File: src/hdl/tls_defs.svh
// Purpose: register offsets, field positions, reset values and release hysteresis of the limit status bank
// Assumes: one byte per address on the plain register port
// Notes:   included by every design file of the bank except the package
`ifndef TLS_DEFS_SVH
`define TLS_DEFS_SVH

// register offsets
`define TLS_ADDR_LOCAL      8'h1F
`define TLS_ADDR_STATUS     8'h20
`define TLS_ADDR_CH_BASE    8'h21
`define TLS_CH_STRIDE       8'h03
`define TLS_OFS_HIGH        8'h00
`define TLS_OFS_LOW         8'h01
`define TLS_OFS_OVR         8'h02
`define TLS_ADDR_CONFIG     8'h27
`define TLS_ADDR_IRQ_STAT   8'h28
`define TLS_ADDR_IRQ_MASK   8'h29
`define TLS_ADDR_OVR_STATE  8'h2A

// field positions
`define TLS_ST_CH1_BIT      0
`define TLS_ST_CH2_BIT      1
`define TLS_CFG_VMODE_BIT   0

// reset values
`define TLS_RST_BYTE        8'h00
`define TLS_RST_HIGH        8'h64
`define TLS_RST_LOW         8'h00
`define TLS_RST_OVR         8'h55
`define TLS_RST_IRQ         4'h0

// override release hysteresis in degrees, one code per degree
`define TLS_OVR_HYST        9'h005

`endif

File: src/hdl/tls_pkg.sv
// Purpose: shared types of the limit status bank
// Assumes: 8-bit readings and limits
// Notes:   constants live in tls_defs.svh
package tls_pkg;

   typedef logic [7:0] tls_byte_t;

   // thermal_override mode of one remote channel
   typedef enum logic [0:0] {
      TLS_OVR_OFF,
      TLS_OVR_ON
   } tls_ovr_e;

endpackage : tls_pkg

File: src/hdl/tls_chan_mon.sv
// Purpose: window compare and thermal_override tracking for one remote channel
// Assumes: i_sample is a one-cycle strobe with a fresh conversion result
// Notes:   flag and change pulse are registered together on the sample
`timescale 1ns/10ps
`default_nettype none
`include "tls_defs.svh"

module tls_chan_mon (
   // clock and reset
   input  wire logic              i_mclk,
   input  wire logic              i_rst_b,
   // conversion result and limits
   input  wire logic              i_sample,
   input  wire tls_pkg::tls_byte_t i_value,
   input  wire tls_pkg::tls_byte_t i_high,
   input  wire tls_pkg::tls_byte_t i_low,
   input  wire tls_pkg::tls_byte_t i_ovr_limit,
   input  wire logic              i_ovr_enable,
   // results
   output logic                   o_flag,
   output logic                   o_flag_set,
   output logic                   o_ovr_change,
   output logic                   o_ovr_active
);

   tls_pkg::tls_ovr_e state_r;
   tls_pkg::tls_ovr_e state_nxt;
   logic              out_win;
   logic              change;

   // window fault on this result, either side
   assign out_win = (i_value > i_high) || (i_value < i_low);

   // engage above the limit, release once more than 5 degrees below it, or at once when disabled
   always_comb begin
      state_nxt = state_r;
      case (state_r)
         tls_pkg::TLS_OVR_OFF: begin
            if (i_ovr_enable && (i_value > i_ovr_limit)) state_nxt = tls_pkg::TLS_OVR_ON;
         end
         tls_pkg::TLS_OVR_ON: begin
            if (!i_ovr_enable) state_nxt = tls_pkg::TLS_OVR_OFF;
            else if (({1'b0, i_value} + `TLS_OVR_HYST) < {1'b0, i_ovr_limit}) begin
               state_nxt = tls_pkg::TLS_OVR_OFF;
            end
         end
         default: state_nxt = tls_pkg::TLS_OVR_OFF;
      endcase
   end

   // only a real transition counts, a mode forced off by disable does not
   assign change = i_ovr_enable && (state_nxt != state_r);

   // override state advances on each sample
   always_ff @(posedge i_mclk) begin
      if (!i_rst_b) state_r <= tls_pkg::TLS_OVR_OFF;
      else if (i_sample) state_r <= state_nxt;
   end

   // flag follows the latest result, plus one-time set on a mode edge
   always_ff @(posedge i_mclk) begin
      if (!i_rst_b) begin
         o_flag       <= 1'b0;
         o_flag_set   <= 1'b0;
         o_ovr_change <= 1'b0;
      end else begin
         o_flag_set   <= i_sample && (out_win || change);
         o_ovr_change <= i_sample && change;
         if (i_sample) o_flag <= out_win || change;
      end
   end

   assign o_ovr_active = (state_r == tls_pkg::TLS_OVR_ON);

endmodule : tls_chan_mon
`default_nettype wire

File: src/hdl/tls_irq.sv
// Purpose: sticky event status, mask and level interrupt
// Assumes: events are one-cycle pulses
// Notes:   a set in the clearing cycle wins so no event is lost
`timescale 1ns/10ps
`default_nettype none
`include "tls_defs.svh"

module tls_irq #(
   parameter int N = 4
) (
   // clock and reset
   input  wire logic         i_mclk,
   input  wire logic         i_rst_b,
   // events and software access
   input  wire logic [N-1:0] i_event,
   input  wire logic         i_clr_wr,
   input  wire logic         i_mask_wr,
   input  wire logic [N-1:0] i_wdata,
   // state
   output logic [N-1:0]      o_status,
   output logic [N-1:0]      o_mask,
   output logic              o_irq
);

   // one sticky bit per event, write one to clear
   for (genvar g = 0; g < N; g++) begin : g_bit
      always_ff @(posedge i_mclk) begin
         if (!i_rst_b) o_status[g] <= 1'b0;
         else if (i_event[g]) o_status[g] <= 1'b1;
         else if (i_clr_wr && i_wdata[g]) o_status[g] <= 1'b0;
      end
   end

   // mask, one enables the bit
   always_ff @(posedge i_mclk) begin
      if (!i_rst_b) o_mask <= N'(`TLS_RST_IRQ);
      else if (i_mask_wr) o_mask <= i_wdata;
   end

   assign o_irq = |(o_status & o_mask);

endmodule : tls_irq
`default_nettype wire

File: src/hdl/tls_temp_limit_status_regs.sv
// Purpose: reading and limit status registers of the thermal monitor
// Assumes: i_conv_valid pulses once per conversion cycle with all results valid
// Notes:   limits, config and interrupt registers sit beside the status byte
//
// Overview of operation
// local reading register, eight bits, resets zero
// status register at 20h, clears on reset
// bit 0: channel one outside window
// bit 0 set once on override entry
// bit 0 set once on override exit
// bit 1: channel two window, analog nine
// bit 1 set once on override entry
// bit 1 set once on override exit
// override flag only on mode edge
`timescale 1ns/10ps
`default_nettype none
`include "tls_defs.svh"

module tls_temp_limit_status_regs #(
   parameter int NCH = 2
) (
   // clock and reset
   input  wire logic               i_mclk,
   input  wire logic               i_rst_b,
   // register port
   input  wire logic [7:0]         i_addr,
   input  wire logic [7:0]         i_wdata,
   input  wire logic               i_wr,
   input  wire logic               i_rd,
   output logic [7:0]              o_rdata,
   // conversion results
   input  wire logic               i_conv_valid,
   input  wire tls_pkg::tls_byte_t i_local_temp,
   input  wire tls_pkg::tls_byte_t i_remote_one_temp,
   input  wire tls_pkg::tls_byte_t i_remote_two_temp,
   input  wire tls_pkg::tls_byte_t i_analog_nine_value,
   // status out
   output logic [NCH-1:0]          o_thermal_override,
   output logic                    o_irq
);

   // register map of the bank, one byte per address:
   //   1Fh local reading, read only, follows each conversion
   //   20h limit status, read only, bit 0 channel one, bit 1 channel two
   //   21h..23h channel one high, low and override limits
   //   24h..26h the same three limits for channel two
   //   27h configuration, bit 0 moves channel two to analog input nine
   //   28h sticky events, write ones to clear
   //   29h event mask, a one lets the event raise the interrupt
   //   2Ah override state of both channels, read only
   // writes to read-only or unmapped addresses are dropped quietly

   tls_pkg::tls_byte_t local_temp_reading_r;
   tls_pkg::tls_byte_t high_r [NCH];
   tls_pkg::tls_byte_t low_r  [NCH];
   tls_pkg::tls_byte_t ovr_r  [NCH];
   tls_pkg::tls_byte_t value  [NCH];
   tls_pkg::tls_byte_t limit_status_one;
   tls_pkg::tls_byte_t rd_mux;
   logic               vmode_r;
   logic [NCH-1:0]     flag;
   logic [NCH-1:0]     flag_set;
   logic [NCH-1:0]     ovr_chg;
   logic [NCH-1:0]     ovr_en;
   logic [3:0]         irq_status;
   logic [3:0]         irq_mask;
   logic               wr_cfg;
   logic               wr_irq_clr;
   logic               wr_irq_mask;

   // local reading captured on every conversion
   always_ff @(posedge i_mclk) begin
      if (!i_rst_b) local_temp_reading_r <= `TLS_RST_BYTE;
      else if (i_conv_valid) local_temp_reading_r <= i_local_temp;
   end

   // write enables of the single-byte control registers
   assign wr_cfg      = i_wr && (i_addr == `TLS_ADDR_CONFIG);
   assign wr_irq_clr  = i_wr && (i_addr == `TLS_ADDR_IRQ_STAT);
   assign wr_irq_mask = i_wr && (i_addr == `TLS_ADDR_IRQ_MASK);

   // configuration: voltage measurement mode for channel two
   always_ff @(posedge i_mclk) begin
      if (!i_rst_b) vmode_r <= 1'b0;
      else if (wr_cfg) vmode_r <= i_wdata[`TLS_CFG_VMODE_BIT];
   end

   // channel two sees analog input nine in voltage mode
   assign value[0] = i_remote_one_temp;
   assign value[1] = vmode_r ? i_analog_nine_value : i_remote_two_temp;
   // no temperature, so no override, while channel two measures voltage
   assign ovr_en[0] = 1'b1;
   assign ovr_en[1] = !vmode_r;

   // limit registers and monitor per remote channel
   for (genvar g = 0; g < NCH; g++) begin : g_ch
      localparam logic [7:0] BASE = `TLS_ADDR_CH_BASE + 8'(g) * `TLS_CH_STRIDE;

      // limits written by software, they steer the compare
      always_ff @(posedge i_mclk) begin
         if (!i_rst_b) begin
            high_r[g] <= `TLS_RST_HIGH;
            low_r[g]  <= `TLS_RST_LOW;
            ovr_r[g]  <= `TLS_RST_OVR;
         end else if (i_wr) begin
            if (i_addr == BASE + `TLS_OFS_HIGH) high_r[g] <= i_wdata;
            if (i_addr == BASE + `TLS_OFS_LOW) low_r[g] <= i_wdata;
            if (i_addr == BASE + `TLS_OFS_OVR) ovr_r[g] <= i_wdata;
         end
      end

      tls_chan_mon u_mon (
         .i_mclk       (i_mclk),
         .i_rst_b      (i_rst_b),
         .i_sample     (i_conv_valid),
         .i_value      (value[g]),
         .i_high       (high_r[g]),
         .i_low        (low_r[g]),
         .i_ovr_limit  (ovr_r[g]),
         .i_ovr_enable (ovr_en[g]),
         .o_flag       (flag[g]),
         .o_flag_set   (flag_set[g]),
         .o_ovr_change (ovr_chg[g]),
         .o_ovr_active (o_thermal_override[g])
      );
   end

   // status byte, unused bits read zero
   always_comb begin
      limit_status_one = `TLS_RST_BYTE;
      limit_status_one[`TLS_ST_CH1_BIT] = flag[0];
      limit_status_one[`TLS_ST_CH2_BIT] = flag[1];
   end

   // interrupt events: flag sets and override transitions
   tls_irq #(
      .N (4)
   ) u_irq (
      .i_mclk    (i_mclk),
      .i_rst_b   (i_rst_b),
      .i_event   ({ovr_chg, flag_set}),
      .i_clr_wr  (wr_irq_clr),
      .i_mask_wr (wr_irq_mask),
      .i_wdata   (i_wdata[3:0]),
      .o_status  (irq_status),
      .o_mask    (irq_mask),
      .o_irq     (o_irq)
   );

   // read decode, unmapped addresses read zero
   always_comb begin
      rd_mux = `TLS_RST_BYTE;
      case (i_addr)
         `TLS_ADDR_LOCAL:     rd_mux = local_temp_reading_r;
         `TLS_ADDR_STATUS:    rd_mux = limit_status_one;
         `TLS_ADDR_CONFIG:    rd_mux = {7'h00, vmode_r};
         `TLS_ADDR_IRQ_STAT:  rd_mux = {4'h0, irq_status};
         `TLS_ADDR_IRQ_MASK:  rd_mux = {4'h0, irq_mask};
         `TLS_ADDR_OVR_STATE: rd_mux = {6'h00, o_thermal_override};
         default: begin
            for (int c = 0; c < NCH; c++) begin
               if (i_addr == `TLS_ADDR_CH_BASE + 8'(c) * `TLS_CH_STRIDE + `TLS_OFS_HIGH) rd_mux = high_r[c];
               if (i_addr == `TLS_ADDR_CH_BASE + 8'(c) * `TLS_CH_STRIDE + `TLS_OFS_LOW) rd_mux = low_r[c];
               if (i_addr == `TLS_ADDR_CH_BASE + 8'(c) * `TLS_CH_STRIDE + `TLS_OFS_OVR) rd_mux = ovr_r[c];
            end
         end
      endcase
   end

   // read data stand only in the cycle after the strobe, zero otherwise
   always_ff @(posedge i_mclk) begin
      if (!i_rst_b) o_rdata <= `TLS_RST_BYTE;
      else if (i_rd) o_rdata <= rd_mux;
      else o_rdata <= `TLS_RST_BYTE;
   end

   // ------------------------------------------------------------------
   // checks; helpers below are read only by the properties
   // ------------------------------------------------------------------
   logic [NCH-1:0] win_fault;
   logic [NCH-1:0] ovr_enter;
   logic [NCH-1:0] ovr_leave;

   // window and threshold terms computed from the channel values and limit registers
   always_comb begin
      for (int c = 0; c < NCH; c++) begin
         win_fault[c] = (value[c] > high_r[c]) || (value[c] < low_r[c]);
         ovr_enter[c] = ovr_en[c] && !o_thermal_override[c] && (value[c] > ovr_r[c]);
         ovr_leave[c] = ovr_en[c] && o_thermal_override[c]
                        && (({1'b0, value[c]} + `TLS_OVR_HYST) < {1'b0, ovr_r[c]});
      end
   end
endmodule : tls_temp_limit_status_regs
`default_nettype wire
File: config.mk
export PLATFORM = sky130hd
export DESIGN_NAME = tls_temp_limit_status_regs
export DESIGN_NICKNAME = d
export VERILOG_FILES = /design/src/hdl/tls_pkg.sv /design/src/hdl/tls_chan_mon.sv /design/src/hdl/tls_irq.sv /design/src/hdl/tls_temp_limit_status_regs.sv
export VERILOG_INCLUDE_DIRS = /design/src /design/src/hdl
export SDC_FILE = /design/constraint.sdc
export NUM_CORES = 1
export LEC_CHECK = 0
export BUFFER_PORTS_ARGS = -buffer_cell sky130_fd_sc_hd__buf_2
export CORE_ASPECT_RATIO = 1.75
export CORE_MARGIN = 2
export CORE_UTILIZATION = 46
export DETAILED_ROUTE_END_ITERATION = 12
export GPL_TIMING_DRIVEN = 0
export PLACE_DENSITY = 0.72
export SETUP_SLACK_MARGIN = 0.1
export SYNTH_ARGS = -nofsm -noshare
export SYNTH_HDL_FRONTEND = slang
export SYNTH_HIERARCHICAL = 1
export SYNTH_SLANG_ARGS = --single-unit
File: constraint.sdc
create_clock -name i_mclk -period 3.2 [get_ports i_mclk]
set_clock_uncertainty 0.1 [all_clocks]
set_input_delay 0.64 -clock i_mclk [delete_from_list [all_inputs] [get_ports i_mclk]]
set_output_delay 0.64 -clock i_mclk [all_outputs]
set_load 0.01 [all_outputs]
Yosys cells after proc, flatten, opt, wreduce, memory -nomap -nowiden
Memories as Yosys holds them, arrays and structs flattened.
Cells that the tools add are included.
{"block": "word_totals", "mem_count": 3, "elab_cells": 130, "mem_bits_rw": 48, "inputBits": 53, "register_bits": 33}
{"name": "high_r", "words": 2, "width": 8, "read_ports": 2, "rd_ports_with_merged_regs": 0, "wr": 2, "line": "tls_temp_limit_status_regs.sv:54", "text": "tls_pkg::tls_byte_t high_r [NCH];"}
{"name": "low_r", "words": 2, "width": 8, "read_ports": 2, "rd_ports_with_merged_regs": 0, "wr": 2, "line": "tls_temp_limit_status_regs.sv:55", "text": "tls_pkg::tls_byte_t low_r [NCH];"}
{"name": "ovr_r", "words": 2, "width": 8, "read_ports": 2, "rd_ports_with_merged_regs": 0, "wr": 2, "line": "tls_temp_limit_status_regs.sv:56", "text": "tls_pkg::tls_byte_t ovr_r [NCH];"}
{"block": "op_classes", "n_addsub": 2, "magnitude_cmp": 8, "bitwise_logic": 9, "n_reduce_logical": 24, "eq_ne": 14, "n_mux": 54}
{"operator": "8-bit two-way mux", "count": 13}
{"operator": "8-bit by 6-bit == test with 1-bit output, second input constant", "count": 11}
{"operator": "8-bit case mux with 6 select lines", "count": 1}
{"operator": "1-bit two-way mux", "count": 38}
{"operator": "8-bit greater-than comparator", "count": 4}
{"operator": "8-bit by 3-bit adder with 9-bit output, second input constant", "count": 2}
{"operator": "9-bit by 8-bit < comparator with 1-bit output", "count": 2}
{"operator": "8-bit < comparator", "count": 2}
{"operator": "1-bit logical AND", "count": 13}
{"operator": "8-bit by 5-bit == test with 1-bit output, second input constant", "count": 1}
{"operator": "2-bit nonzero test", "count": 4}
{"operator": "1-bit OR", "count": 6}
{"operator": "4-bit AND", "count": 1}
{"operator": "1-bit logical OR", "count": 4}
{"operator": "1-bit case mux with 2 select lines", "count": 2}
{"operator": "4-bit OR reduction", "count": 1}
{"operator": "1-bit inequality test", "count": 2}
{"operator": "1-bit inverter", "count": 2}
{"operator": "2-bit AND reduction", "count": 1}
{"operator": "1-bit logical NOT", "count": 1}

Longest topological paths before layout
{"block": "logic_depth", "word_depth": 10, "depth_mapped": 12}

Modules after synthesis
Netlist, hierarchy kept.
{"mod": "tls_temp_limit_status_regs", "cells_each": 292, "instances": 1, "area_each_um2": 3231.8}
{"mod": "tls_chan_mon at g_ch[0].u_mon", "cells_each": 128, "instances": 1, "area_each_um2": 998.5}
{"mod": "tls_chan_mon at g_ch[1].u_mon", "cells_each": 127, "instances": 1, "area_each_um2": 985.9}
{"mod": "tls_irq", "cells_each": 32, "instances": 1, "area_each_um2": 315.3}

Least setup slack after synthesis
Ideal clock, no wire load.
{"block": "synth_timing", "path_kind": "reg-to-reg", "start": "register vmode_r", "end": "register g_ch[1].u_mon.o_flag", "setup_slack_ns": 0.185, "setup_ns": 0.074, "path_buffers": 1, "t_required_ns": 3.026, "path_stages_with_launch": 13, "t_arrival_ns": 2.841, "cell_sequence": "dfxtp_1 -> clkbuf_1 -> mux2_2 -> ha_1 -> o2111ai_1 -> xnor2_1 -> ha_1 -> a211o_1 -> a21oi_2 -> o21ai_1 -> a311oi_2 -> a31oi_1 -> a31oi_1"}
{"item": "from (decl)", "line": "tls_temp_limit_status_regs.sv:60", "text": "logic vmode_r;"}
{"item": "from (signal assigned)", "line": "tls_temp_limit_status_regs.sv:85", "text": "else if (wr_cfg) vmode_r <= i_wdata[`TLS_CFG_VMODE_BIT];"}
{"item": "to (signal assigned)", "line": "tls_chan_mon.sv:69", "text": "if (i_sample) o_flag <= out_win || change;"}
{"item": "to (decl)", "line": "tls_chan_mon.sv:20", "text": "output logic o_flag,"}

Worst setup path after layout
{"block": "layout_timing", "start": "input port i_addr[1]", "end": "register o_rdata[2]"}
{"block": "layout_via", "elab_chain_cells": 8}
{"item": "from (decl)", "line": "tls_temp_limit_status_regs.sv:26", "text": "input wire logic [7:0] i_addr,"}
{"item": "8-bit by 6-bit == test with 1-bit output (no line)"}
{"item": "8-bit two-way mux", "line": "tls_temp_limit_status_regs.sv:162", "text": "if (i_addr == `TLS_ADDR_CH_BASE + 8'(c) * `TLS_CH_STRIDE + `TLS_OFS_HIGH) rd_mux = high_r[c];"}
{"item": "8-bit two-way mux", "line": "tls_temp_limit_status_regs.sv:163", "text": "if (i_addr == `TLS_ADDR_CH_BASE + 8'(c) * `TLS_CH_STRIDE + `TLS_OFS_LOW) rd_mux = low_r[c];"}
{"item": "8-bit two-way mux", "line": "tls_temp_limit_status_regs.sv:164", "text": "if (i_addr == `TLS_ADDR_CH_BASE + 8'(c) * `TLS_CH_STRIDE + `TLS_OFS_OVR) rd_mux = ovr_r[c];"}
{"item": "8-bit two-way mux", "line": "tls_temp_limit_status_regs.sv:162"}
{"item": "8-bit two-way mux", "line": "tls_temp_limit_status_regs.sv:163"}
{"item": "8-bit two-way mux", "line": "tls_temp_limit_status_regs.sv:164"}
{"item": "8-bit case mux with 6 select lines (*)", "line": "tls_temp_limit_status_regs.sv:153", "text": "case (i_addr)"}
{"item": "to (signal assigned)", "line": "tls_temp_limit_status_regs.sv:172", "text": "if (!i_rst_b) o_rdata <= `TLS_RST_BYTE;"}
{"item": "to (signal assigned)", "line": "tls_temp_limit_status_regs.sv:173", "text": "else if (i_rd) o_rdata <= rd_mux;"}
{"item": "to (signal assigned)", "line": "tls_temp_limit_status_regs.sv:174", "text": "else o_rdata <= `TLS_RST_BYTE;"}
{"item": "to (decl)", "line": "tls_temp_limit_status_regs.sv:30", "text": "output logic [7:0] o_rdata,"}
Mark *: on every way between the ends. The rest lies on a longest branch, timed or not.
A chain may end at the register's enable or synchronous reset.

==> run summary <==
CP cell instances -> buf_2 > buf_2 > buf_1 > nor2_1 > a2111oi_0 > o221ai_1 > a21oi_1
Synth unique cells -> 67
Delay-heaviest family, CP -> compound AO/OA/AOI/OAI gates
Arr. time, crit path -> 3.15 ns
Slew headroom -> 15.6%
Sw power -> 0.719 mW
First-pass GRT wire length -> 24900 um
Top_reg_cell synth -> edfxtp_1
Yosys reg bits -> 81
DIE WIDTH -> 86.9 um
Sequential power share -> 42.2%
Max-Cap Viols -> 0
Clk slew on worst S/H paths -> 0.06 ns
Slowest CP cell -> a2111oi_0
Worst-Skew Late Latency -> 0.34 ns
Final RePlAce weighted congestion -> 0.951
Period utilization -> 93.6%
Drt via density -> 5.94
Initial Util -> 46.6%
Iteration-0 DRC count of the detailed router -> 238
Max-slew violation count -> 0
Cts bufs inserted -> 9
Core area -> 0.0119 mm^2
CP max FO -> 10
Worst Path Buf+Inv -> 3
Crit. End Element -> flop
ANT cells -> 0
Synth Area in Compound Gates -> 16.3%
Largest net degree at the start of global routing -> 24
XOR/XNOR Fraction of Synth Area -> 1.90%
Antenna violations before repair -> 0
FP Rows -> 53
Share of the synthesized area in the top cell type -> 26.1%
P_int -> 2.10 mW
Top Ports -> 64
Adder-cell area share of the yosys netlist -> 14.7%
CP Class -> in2reg
Count leader, synth -> ha_1
Clock Tree Root -> clkbuf_16
TritonCTS clock tree -> built
Finish-stage setup viols -> 0
Synth Area in Simple Gates -> 17.9%
Status -> finished, final reports clean
Final min period -> 2.99 ns
Synthesized area -> 0.00553 mm^2
Routed WL -> 15800 um
Post-synth ARST share -> 0%
Most used cell, CP -> buf_2
Total number of vias -> 4739
Yosys top cell by area -> edfxtp_1
Max Freq -> 0.334 GHz
First-pass DRT Iterations -> 5
Commonest cells post-synth -> 64 x ha_1, 63 x inv_1, 48 x edfxtp_1
Warnings from Yosys -> 6
Final TNS setup -> 0 ns
Syn-to-layout area delta -> 15.9%
Clock share of power -> 41.5%
Total GRT Usage -> 25.4%
Top post-synthesis cells by area -> edfxtp_1 26%, ha_1 14%, dfxtp_1 12%
Syn Area/Cell -> 9.55 um^2
Area of the die -> 0.0130 mm^2
CP peak stage delay -> 0.87 ns
Min-delay worst type -> reg2reg
Wire length per cell -> 19.8 um
Clock Sinks -> 81
Htree depth -> 3
Vias in the first global route -> 5039
CP required -> 3.36 ns
Switching Fraction -> 25.5%
Die Span Y -> 149 um
Register area share after synthesis -> 38.0%
Hold buffer count at CTS -> 0
Detail Route Antenna Nets -> 0
Static Leak -> 2.77 nW
Number of synthesized flops with an enable pin -> 48
Share of layout cells above drive strength 1 -> 17.1%
Hold slack -> 0.356 ns
Synth Instances -> 579
DRC viols -> 0
CP Launch Type -> input pin
Power density cells -> 440 mW/mm^2
Worst-Margin Slew -> 1.25 ns
Final #Nets -> 773
Dpl hpwl -> 12600 um
Combinational power share -> 16.3%
Post-synthesis mux area share -> 5.47%
RSZ-0062 raised after global routing -> no
Peak supply drop -> 485 uV
Maximum clock path buffer count -> 2
Buffers on Ports -> 62
Final hold viol count -> 0
Grt ovf -> 0
Largest family of logic cells by synthesized area -> simple AND/OR/NAND/NOR gates
==> cell families after synthesis <==
kind of cell | after synthesis
muxes | 29
buffers and inverters | 78
DFF | 81
AOI/OAI and AO/OA | 136
other | 1
adders and majority gates | 65
xor gates and xnor gates | 12
and+or+nand+nor | 177
==> flip-flops by register name, summed over array words and instances, names as in the netlist, 2 cells and up <==
signal / count
g_ch.u_mon/o_flag: 2
g_ch.u_mon/o_ovr_active: 2
g_ch.u_mon/o_flag_set: 2
u_irq/o_status: 4
high_r: 16
low_r: 16
u_irq/o_mask: 4
local_temp_reading_r: 8
o_rdata: 8
ovr_r: 16
g_ch.u_mon/o_ovr_change: 2
==> path summary, 6_finish.rpt <==
check,from,end,slack [ns],cells after the start
max,i_addr[1],o_rdata[2],0.21,7
max reg2reg,vmode_r,g_ch[1].u_mon/o_ovr_change,0.25,12
min,g_ch[0].u_mon/o_ovr_change,u_irq/o_status[2],0.36,2
min reg2reg,g_ch[0].u_mon/o_ovr_change,u_irq/o_status[2],0.36,2
==> stage by stage <==
step           instances  setup WS, ns  instance area [um^2]  power (mW)  utilization (%)
2_1_floorplan        581         0.185                  5540        1.48                -
3_3_place_gp         780        -0.320                  6020        1.63             50.7
3_5_place_dp         780        -0.451                  6020        1.65             50.7
4_1_cts              796         0.111                  6380        2.81             53.8
5_1_grt              798         0.107                  6410        2.91             54.0
6_report             798         0.206                  6410        2.82             54.0
==> power groups by stage <==
stage | clock network [mW] | logic [mW] | registers (mW)
detailed placement | 0 | 0.443 | 1.21
finish | 1.17 | 0.459 | 1.19
global route | 1.20 | 0.510 | 1.19
CTS | 1.17 | 0.454 | 1.19
floorplan | 0 | 0.284 | 1.20
global placement | 0 | 0.420 | 1.21
==> worst register-to-register path, cell delays in order, from the launching register on <==
cell       delay [ns]
dfxtp_4          0.41
mux2_4           0.36
ha_2             0.22
o2111ai_2        0.21
xnor2_1          0.15
ha_1             0.26
a211o_1          0.27
a21oi_2          0.10
o21ai_1          0.10
a311oi_2         0.21
buf_4            0.17
a31oi_4          0.13
nor2_1           0.18
==> placed cells by master (no fill, tap or decap), types with 3 or more instances in the layout <==
cell type	instances
o21a_1	3
conb_1	3
edfxtp_1	48
xnor2_1	10
o21ai_1	3
dfxtp_1	32
o32a_1	3
a211o_1	3
nor2b_1	22
clkbuf_1	8
o221ai_1	4
o31ai_1	4
a21oi_1	33
and2_1	36
clkinv_1	3
buf_4	4
o211ai_1	6
nand2b_1	8
a22oi_1	7
nor3_1	8
nand3b_1	3
bufinv_16	3
mux2_2	8
ha_1	63
mux2i_1	19
a31oi_1	11
o21ai_0	28
nand4_1	7
nand3_1	6
buf_2	64
a211oi_1	4
clkbuf_16	9
or3_1	9
inv_1	63
nand2_1	29
nor2_1	34
==> area by class of cell <==
class                           count  area, um^2
Multi-Input combinational cell    422        3150
Timing Repair Buffer               65         333
Inverter                           64         240
Fill cell                        1024        5460
Clock buffer                       10         229
Clock inverter                      6         106
Tap cell                          137         171
Buffer                             13        70.1
Sequential cell                    81        2110
==> what timing repair did <==
item                                   4_1_cts  5_1_grt
setup buffers                                1        2
pin swaps                                    1        1
gates resized for setup                      5        3
cloned                                       0        0
endpoints found under the hold margin        0        0
setup endpoints to repair                    4        4
==> routing by layer <==
metal	GRT usage (%)	wire length, um
met4	17.9	1090
met5	0	0
met3	4.10	690
met1	26.5	5760
met2	45.0	8270
No activity file was read; power rests on OpenSTA's default activity.
